==> src/logic/mlrw_pkg.sv <==
package mlrw_pkg;

  // clock rate and switch debounce time
  localparam int unsigned CLK_HZ          = 125_000_000;
  localparam int unsigned DEBOUNCE_MS     = 16;
  // divides exactly to 2000000 cycles; well above 4096 cycles, so the top exposes it as a parameter
  localparam int unsigned DEBOUNCE_CYC    = (CLK_HZ / 1000) * DEBOUNCE_MS;
  localparam int unsigned DEBOUNCE_W      = 32;

  // modem status register field positions
  localparam int unsigned MSR_TRAILING_EDGE_CALL_FLAG_BIT    = 2;
  localparam int unsigned MSR_RING_BIT    = 6;
  // modem control register field positions
  localparam int unsigned MCR_RTS_BIT     = 1;
  localparam int unsigned MCR_LOOP_BIT    = 4;

  // reset values
  localparam logic [7:0]  MSR_RST         = 8'h00;
  localparam logic        RTS_N_RST       = 1'b1;

  // power-off request output style
  typedef enum logic {
    MLRW_POFF_PULSE,
    MLRW_POFF_LEVEL
  } mlrw_poff_mode_e;

  // ring-wake pin choice
  typedef enum logic {
    MLRW_RING_PIN_A,
    MLRW_RING_PIN_B
  } mlrw_ring_pin_e;

endpackage : mlrw_pkg

==> src/logic/mlrw_debounce.sv <==
`timescale 1ns/1ps

// holds a new input level only once it has stayed stable for the full count
module mlrw_debounce
  import mlrw_pkg::*;
#(
  parameter int unsigned COUNT = DEBOUNCE_CYC
) (
  // clock and reset
  input  wire logic clk_sys_i,
  input  wire logic rst_i,
  // raw and filtered level
  input  wire logic raw_i,
  output logic      level_o
);

  typedef struct packed {
    logic                  level;  // accepted level
    logic [DEBOUNCE_W-1:0] cnt;    // stability counter
  } mlrw_db_s;

  mlrw_db_s st_r;
  mlrw_db_s st_nxt;

  // count while the input differs; any bounce restarts the wait
  always_comb begin
    st_nxt = st_r;
    if (raw_i == st_r.level) begin
      st_nxt.cnt = '0;
    end else if (st_r.cnt >= COUNT[DEBOUNCE_W-1:0] - 1'b1) begin
      st_nxt.level = raw_i;
      st_nxt.cnt   = '0;
    end else begin
      st_nxt.cnt = st_r.cnt + 1'b1;
    end
  end

  // idle level is high, matching the pulled-up switch
  always_ff @(posedge clk_sys_i or posedge rst_i) begin
    if (rst_i) begin
      st_r <= '{level: 1'b1, cnt: '0};
    end else begin
      st_r <= st_nxt;
    end
  end

  assign level_o = st_r.level;

endmodule : mlrw_debounce

==> src/logic/mlrw_top.sv <==
`timescale 1ns/1ps

module mlrw_top
  import mlrw_pkg::*;
#(
  parameter int unsigned DEBOUNCE_COUNT = DEBOUNCE_CYC
) (
  // clock and reset
  input  wire logic       clk_sys_i,
  input  wire logic       rst_i,
  // modem pins, ring indicators active low
  input  wire logic       ring_ind_n_i,
  input  wire logic       ring_ind2_n_i,
  output logic            rts_n_o,
  // modem registers, flattened to ports
  input  wire logic       msr_rd_i,
  output logic [7:0]      msr_data_o,
  input  wire logic       mcr_wr_i,
  input  wire logic [7:0] mcr_wdata_i,
  input  wire logic       msr_int_en_i,
  output logic            irq_o,
  // power manager configuration
  input  wire logic       ring_wake_en_i,
  input  wire logic       wake_pin_sel_i,
  input  wire logic       poff_level_mode_i,
  input  wire logic       poff_ack_i,
  // power manager pins
  input  wire logic       wake_a_n_i,
  input  wire logic       wake_b_n_i,
  input  wire logic       switch_n_i,
  input  wire logic       core_power_i,
  output logic            power_on_req_o,
  output logic            power_on_req_oe_o,
  output logic            power_off_req_o
);

  typedef struct packed {
    logic       ring_d;     // previous ring level, channel 1
    logic       ring2_d;    // previous ring level, channel 2
    logic       wake_d;     // previous selected wake level
    logic       sw_d;       // previous debounced switch level
    logic       trailing_edge_call_flag;       // trailing-edge call flag
    logic       rts_bit;    // control bit for request-to-send
    logic       loop_bit;   // loopback select
    logic [7:0] msr_data;   // read data latch
    logic       rts_n;      // request-to-send pin
    logic       irq;        // modem status interrupt
    logic       on_req;     // power-on request held active
    logic       off_req;    // power-off request output
  } mlrw_st_s;

  mlrw_st_s st_r;
  mlrw_st_s st_nxt;

  logic sw_level;       // debounced switch
  logic wake_sel;       // wake input chosen by configuration
  logic ring_rise;      // channel 1 leaving ring state
  logic ring_fall;      // either channel entering ring state
  logic wake_fall;      // start of an active-low wake pulse
  logic sw_off_evt;     // accepted switch-off event

  // switch filter; inputs are synchronous so no extra stages here
  mlrw_debounce #(
    .COUNT (DEBOUNCE_COUNT)
  ) u_switch_db (
    .clk_sys_i (clk_sys_i),
    .rst_i     (rst_i),
    .raw_i     (switch_n_i),
    .level_o   (sw_level)
  );

  // edge detection on the live pin levels and the debounced switch level
  always_comb begin
    wake_sel   = (wake_pin_sel_i == MLRW_RING_PIN_B) ? wake_b_n_i : wake_a_n_i;
    ring_rise  = ring_ind_n_i & ~st_r.ring_d;
    ring_fall  = (~ring_ind_n_i & st_r.ring_d) | (~ring_ind2_n_i & st_r.ring2_d);
    wake_fall  = ~wake_sel & st_r.wake_d;
    sw_off_evt = ~sw_level & st_r.sw_d & core_power_i;
  end

  // next state for registers, pins and power requests
  always_comb begin
    st_nxt         = st_r;
    st_nxt.ring_d  = ring_ind_n_i;
    st_nxt.ring2_d = ring_ind2_n_i;
    st_nxt.wake_d  = wake_sel;
    st_nxt.sw_d    = sw_level;

    // read snapshots current status, then clears the flag
    if (msr_rd_i) begin
      st_nxt.msr_data                = MSR_RST;
      st_nxt.msr_data[MSR_RING_BIT]  = ~ring_ind_n_i;
      st_nxt.msr_data[MSR_TRAILING_EDGE_CALL_FLAG_BIT]  = st_r.trailing_edge_call_flag | ring_rise;
      st_nxt.trailing_edge_call_flag                    = 1'b0;
    end
    // a new edge in the read cycle wins over the clear
    if (ring_rise) begin
      st_nxt.trailing_edge_call_flag = 1'b1;
    end
    st_nxt.irq = st_nxt.trailing_edge_call_flag & msr_int_en_i;

    // control register write
    if (mcr_wr_i) begin
      st_nxt.rts_bit  = mcr_wdata_i[MCR_RTS_BIT];
      st_nxt.loop_bit = mcr_wdata_i[MCR_LOOP_BIT];
    end
    // loopback forces the pin inactive regardless of the bit
    st_nxt.rts_n = ~(st_nxt.rts_bit & ~st_nxt.loop_bit);

    // power-on request holds until main power arrives
    if ((ring_wake_en_i & ring_fall) | wake_fall) begin
      st_nxt.on_req = 1'b1;
    end else if (core_power_i) begin
      st_nxt.on_req = 1'b0;
    end

    // power-off request: one cycle pulse or level until acknowledged
    if (sw_off_evt) begin
      st_nxt.off_req = 1'b1;
    end else if (poff_level_mode_i == MLRW_POFF_LEVEL) begin
      if (poff_ack_i) begin
        st_nxt.off_req = 1'b0;
      end
    end else begin
      st_nxt.off_req = 1'b0;
    end
  end

  // single state register; reset leaves request-to-send inactive
  always_ff @(posedge clk_sys_i or posedge rst_i) begin
    if (rst_i) begin
      st_r <= '{ring_d: 1'b1, ring2_d: 1'b1, wake_d: 1'b1, sw_d: 1'b1,
                trailing_edge_call_flag: 1'b0, rts_bit: 1'b0, loop_bit: 1'b0, msr_data: MSR_RST,
                rts_n: RTS_N_RST, irq: 1'b0, on_req: 1'b0, off_req: 1'b0};
    end else begin
      st_r <= st_nxt;
    end
  end

  // open-drain: pin driven low only while requesting
  assign power_on_req_o    = 1'b0;
  assign power_on_req_oe_o = st_r.on_req;
  assign rts_n_o           = st_r.rts_n;
  assign msr_data_o        = st_r.msr_data;
  assign irq_o             = st_r.irq;
  assign power_off_req_o   = st_r.off_req;

endmodule : mlrw_top

==> config.mk <==
export PLATFORM = sky130hd
export DESIGN_NAME = mlrw_top
export DESIGN_NICKNAME = d
export VERILOG_FILES = /design/src/logic/mlrw_pkg.sv /design/src/logic/mlrw_debounce.sv /design/src/logic/mlrw_top.sv
export SDC_FILE = /design/constraint.sdc
export NUM_CORES = 1
export LEC_CHECK = 0
export BUFFER_PORTS_ARGS = -buffer_cell sky130_fd_sc_hd__buf_2
export CAP_MARGIN = 20
export CORE_MARGIN = 4
export CORE_UTILIZATION = 54
export CTS_CLUSTER_DIAMETER = 100
export CTS_CLUSTER_SIZE = 14
export DETAILED_ROUTE_END_ITERATION = 10
export PLACE_DENSITY = 0.84
export SYNTH_ARGS = -nofsm -noshare
export SYNTH_HDL_FRONTEND = slang
export SYNTH_HIERARCHICAL = 1
export SYNTH_SLANG_ARGS = --single-unit
==> constraint.sdc <==
create_clock -name clk_sys_i -period 1.7 [get_ports clk_sys_i]
set_input_delay 0.34 -clock clk_sys_i [delete_from_list [all_inputs] [get_ports clk_sys_i]]
set_output_delay 0.34 -clock clk_sys_i [all_outputs]
set_load 0.005 [all_outputs]
==> impl_results.md, run 1 <==
- Setup CP Type: register to register
- Count of pins over their slew limit: 0
- Final min period: 1.58 ns
- Worst hold path class: primary input to async pin
- Vias in the first global route: 1,174
- I/O pin count: 36
- Max FO, Critical Path: 12
- Clk_lat worst skew: 0.30 ns
- Post-route ant nets: 0
- Post-synthesis sequential area ratio: 0.585
- Longest Clk Path Bufs: 2
- Core ar.: 0.00344 sq mm
- Status: completed
- Worst Reg-to-Reg Cells: 6
- Tcrit/Tclk final: 0.932
- Worst hold slack: 0.0358 ns
- Clock Skew: 0.00558 ns
- Share of cells above drive strength 1: 0.267
- Total power: 0.00192 W
- Final Hold Fails: 0
- Peak VDD IR: 0.000646 V
- Startpoint types: register
- CTS sink count: 46
- Synth warn: 6
- Via Count: 1,222
- Largest net degree at the start of global routing: 34
- Layout area overhead: 13.3%
- Die H: 68.6 um
- Drt pass-1 iters: 4
- Setup repair bufs after CTS: 0
- Final wirelength: 3020 um
- Hold buffers post-CTS: 0
- Layout Nets: 233
- Syn Area/Cell: 11.5 sq um
- DIE AREA: 0.00470 sq mm
- CP endpoint kind: register
- Top sig layer: met4
- Via/cell ratio: 4.77
- Met2 wire length: 1420 um
- Setup-failing EPs final: 0
- Worst Path Required: 1.93 ns
- Mapped cell area: 0.00198 sq mm
- Clk slew on worst S/H paths: 0.09 ns
- Setup TNS: 0 ns
- RSZ-0062 raised after global routing: false
- Syn Inst Count: 172
- Port bufs: 22
- N_diodes: 0
- RePlAce Congestion: 0.802
- Setup WS pre-CTS: 0.125 ns
- # rows: 21
- First DRT Iteration DRCs: 53
- Met3 wire len: 205 um
- Final instance area: 0.00224 sq mm
- Leakage: 1.06 nW
- CTS tree: done
- Netlist cell types: 35
- Worst Slack Setup Final: 0.116 ns
- MaxCap Viol Count: 0
- DR WL/cell: 11.8 um
- DPL Wire Length: 2240 um
- DP Area: 0.00214 sq mm
- Worst endpoint data arrival time: 1.81 ns
- Initial antenna violation count: 0
- Clock root buffer: clkbuf_8
- Starting density of the core: 0.576
- CTS-repair resized insts: 0
- Total global-route track usage: 0.146
- Die extent in x: 68.6 um
- Number of remaining DRC errors: 0
- First-pass GRT wire length: 4970 um
- Yosys reg bits: 46
- H-tree lvl count: 2
- Gr ovfl total: 0
- CTS Buf Count: 5
- Met1 WL: 1350 um
- Pwr dens: 856 mW/mm^2
- Fmax: 631 MHz
[cell families after synthesis]
kind of cell             after synthesis  synth area share
buffers and inverters                 23            0.0688
multiplexers                           5            0.0322
other                                  2           0.00379
AND/OR/NAND/NOR                       66             0.186
XOR/XNOR                              20            0.0884
adder cells (fa/ha/maj)                1           0.00631
flip-flops                            46             0.585
AO/OA/AOI/OAI                          9            0.0297
[layout by cell type (no fill, tap or decap), drive strengths merged, types with 5 or more instances in the layout]
master / n
conb: 18
mux2: 5
nor2: 27
xor2: 12
nand3: 5
dfrtp: 40
clkbuf: 5
dfstp: 6
inv: 12
buf: 25
xnor2: 8
nand2: 11
nand4: 8
[worst paths after layout]
check	from	end	slack [ns]
min reg2reg	u_switch_db/level_o	st_r[15]	0.40
max in group asynchronous	rst_i	u_switch_db/level_o	1.26
max reg2reg	u_switch_db/st_r[14]	u_switch_db/st_r[16]	0.12
max	u_switch_db/st_r[14]	u_switch_db/st_r[16]	0.12
min in group clk_sys_i	ring_ind2_n_i	st_r[17]	0.15
min	rst_i	st_r[14]	0.04
[flip-flops by register name, indices dropped and copies added (netlist names)]
signal,cells
st_r,7
power_on_req_oe_o,1
irq_o,1
rts_n_o,1
u_switch_db/st_r,32
u_switch_db/level_o,1
power_off_req_o,1
msr_data_o,2
[Yosys cell counts]
master     count  share of area
o22ai_1        2         0.0063
a21oi_1        2         0.0051
a2111oi_1      1         0.0051
nand2_1       11          0.021
nand3b_1       1         0.0038
nand4_1        6          0.019
nor3_4         2          0.016
nor2_2         2         0.0063
conb_1         2         0.0038
mux2_2         3          0.017
xor2_1        12          0.053
clkinv_2       1         0.0025
ha_1           1         0.0063
and2_1         1         0.0032
buf_4          9          0.034
nand4_2        1         0.0063
nor4_1         3         0.0095
nand3_1        4          0.010
a31oi_1        1         0.0032
nand2b_1       1         0.0032
dfstp_2        6          0.080
o21ai_1        2         0.0051
mux2_4         2          0.015
xnor2_1        8          0.035
nor4_2         1         0.0063
buf_6          2          0.011
inv_1         11          0.021
and3_2         1         0.0038
nand4_4        1          0.011
and3_1         3         0.0095
dfrtp_1       40           0.51
nor2_1        25          0.047
a221o_1        1         0.0051
nor3_1         2         0.0051
nand3_2        1         0.0051
[metrics by stage]
step	utilization	instances
2_1_floorplan	-	188
3_3_place_gp	0.622	248
5_1_grt	0.652	256
6_report	0.652	256
3_5_place_dp	0.622	248
4_1_cts	0.650	256
[critical path, stage by stage, from the launching register on]
cell and delay (ns):
dfrtp_1 0.44, nor4_2 0.40, nand2_1 0.11, o21ai_2 0.16, nand3_2 0.09, buf_4 0.19
nor2_1 0.12
[layer usage]
layer  global-route usage  vias up
li1                     -      613
met1                0.174      564
met2                0.243       38
met3               0.0438        7
met4               0.0670        0
met5                    0        -
[final cells by class]
type | count | area [sq um]
Timing Repair Buffer | 25 | 133
Inverter | 12 | 46.3
Clock inverter | 3 | 25.0
Tap cell | 46 | 57.6
Multi-Input combinational cell | 119 | 756
Sequential cell | 46 | 1160
Fill cell | 258 | 1200
Clock buffer | 5 | 68.8
[power by group]
| group | leakage [nW] | switching, W | internal (W) |
|---|---|---|---|
| clock network | 0.0447 | 0.000366 | 0.000296 |
| logic | 0.433 | 0.0000578 | 0.0000476 |
| registers | 0.581 | 0.0000140 | 0.00114 |
| total | 1.06 | 0.000437 | 0.00148 |
(Power assumes the default switching activity.)
==> run 2, diff against run 1 <==
- CELL_PAD_IN_SITES_DETAIL_PLACEMENT: unset -> 1
- CELL_PAD_IN_SITES_GLOBAL_PLACEMENT: unset -> 2
- CORE_UTILIZATION: 54 -> 35
- PLACE_DENSITY: 0.84 -> 0.83
- REMOVE_ABC_BUFFERS: unset -> 1
==> impl_results.md, run 2 (synthesis results as in run 1) <==
- Status: completed
- Cell family with most CP delay: compound AO/OA/AOI/OAI gates
- Largest register by flop count: u_switch_db/st_r
- CTS sink count: 46 (unchanged)
- Clock Skew: 0.00275 ns (-0.00283 ns)
- Tcrit/Tclk final: 0.937 (+0.00490)
- Count of pins over their slew limit: 0 (unchanged)
- Filler cells: 633 (+150%)
- Initial antenna violation count: 0 (unchanged)
- Setup CP Type: register to register
- H-tree lvl count: 2 (unchanged)
- Core ar.: 0.00551 sq mm (+60%)
- Reg area: 0.00116 sq mm (unchanged)
- Final instance area: 0.00230 sq mm (+2.6%)
- First DRT Iteration DRCs: 22 (-58%)
- Final Util: 0.418 (-0.234)
- Starting density of the core: 0.360 (-0.216)
- Multi-input logic area: 772 sq um (+2.2%)
- Most common cell after layout, fill and taps aside: dfrtp_1
- I/O pin count: 36 (unchanged)
- Final min period: 1.59 ns (+0.00832 ns)
- Longest Clk Path Bufs: 2 (unchanged)
- Port bufs: 22 (unchanged)
- Via Count: 1,254 (+2.6%)
- CTS tree: done
- Die extent in x: 83.3 um (+21%)
- CP Buf/Inv Count: 0 (-1)
- Fmax: 628 MHz (-0.52%)
- Layout Nets: 233 (unchanged)
- Max FO, Critical Path: 5 (-7)
- Final Hold Fails: 0 (unchanged)
- Number of remaining DRC errors: 0 (unchanged)
- Crit-path cells: nor4_4 -> a2111oi_1 -> o21ai_2 -> nand2_1 -> mux2_4
- CTS Buf Count: 5 (unchanged)
- N_diodes: 0 (unchanged)
- Critical Path Max Stage Delay: 0.47 ns (+0.03 ns)
- DIE AREA: 0.00693 sq mm (+47%)
- Gr ovfl total: 0 (unchanged)
- Layout area overhead: 16.2%
- Share of cells above drive strength 1: 0.267 (unchanged)
- Leakage: 1.08 nW (+1.7%)
- MaxCap Viol Count: 0 (unchanged)
- Startpoint types: register
- Clock root buffer: clkbuf_8
- CP endpoint kind: register
- Worst Path Required: 1.92 ns (about the same)
- Hold buffers post-CTS: 0 (unchanged)
- First-pass GRT wire length: 6170 um (+24%)
- Setup TNS: 0 ns (unchanged)
- Vias in the first global route: 1,379 (+17%)
- Setup-failing EPs final: 0 (unchanged)
- Drt pass-1 iters: 4 (unchanged)
- Slowest stage cell, crit path: dfrtp_1
- Clk slew on worst S/H paths: 0.08 ns (about the same)
- Worst Slack Setup Final: 0.107 ns (-0.00832 ns)
- Worst endpoint data arrival time: 1.81 ns (about the same)
- Worst hold path class: primary input to async pin
- Largest net degree at the start of global routing: 34 (unchanged)
- Setup WS pre-CTS: 0.0961 ns (-0.0288 ns)
- Worst hold slack: 0.0657 ns (+0.0299 ns)
- # rows: 27 (+29%)
- Commonest non-fill, non-tap cells in the layout: dfrtp_1 (40), nor2_1 (25), buf_2 (22)
- DPL Wire Length: 2580 um (+15%)
- DP Area: 0.00219 sq mm (+2.1%)
- Die H: 83.3 um (+21%)
- Max FFs per register: 32 (unchanged)
- DR WL/cell: 12.0 um (+1.7%)
- Post-route ant nets: 0 (unchanged)
- RSZ-0062 raised after global routing: false
- Via/cell ratio: 4.45 (-6.8%)
- Final wirelength: 3390 um (+12%)
- Peak VDD IR: 0.000270 V (-58%)
- Clk_lat worst skew: 0.29 ns (about the same)
- RePlAce Congestion: 0.677 (-16%)
- Total global-route track usage: 0.110 (-0.0366)
- Pwr dens: 836 mW/mm^2 (-2.4%)
## run 2: path summary, 6_finish.rpt
| path | startpoint | endpoint | slack [ns] | cells past startpoint |
|---|---|---|---|---|
| max in group asynchronous | rst_i | u_switch_db/level_o | 1.23 | 3 |
| setup / recovery | u_switch_db/st_r[11] | u_switch_db/level_o | 0.11 | 5 |
| min in group clk_sys_i | ring_ind2_n_i | st_r[17] | 0.16 | 1 |
| hold / removal | rst_i | st_r[14] | 0.07 | 2 |
| setup reg to reg | u_switch_db/st_r[11] | u_switch_db/level_o | 0.11 | 5 |
| hold reg to reg | u_switch_db/level_o | st_r[15] | 0.39 | 0 |
## run 2: where the power goes
part           switching [W]  internal [W]
Sequential         0.0000159       0.00114
Combinational      0.0000584     0.0000478
Clock               0.000335      0.000328
## run 2: repair_timing
| action | in CTS | in global routing |
|---|---|---|
| resized for setup | 0 | 4 |
| endpoints found under the setup margin | 0 | 22 |
| setup buffers | 0 | 0 |
## run 2: area by class of cell
cell class / instances / share of cell area
clock buffer: 7 / 0.0375
clock inverter: 1 / 0.00217
inverter: 12 / 0.0201
multi-input combinational: 119 / 0.335
sequential: 46 / 0.503
tap: 72 / 0.0391
timing repair buffer: 25 / 0.0630
## run 2: stage by stage
stage | total power [W] | cells
floorplan | 0.00123 | 177
global placement | 0.00128 | 274
detailed placement | 0.00129 | 274
CTS | 0.00195 | 282
global route | 0.00202 | 282
finish | 0.00193 | 282
## run 2: layer usage
metal	vias to the layer above	track usage	wire length, um
met4	0	0.0401	51
li1	609	-	-
met5	-	0	0
met1	615	0.128	1460
met3	5	0.0387	188
met2	25	0.186	1690
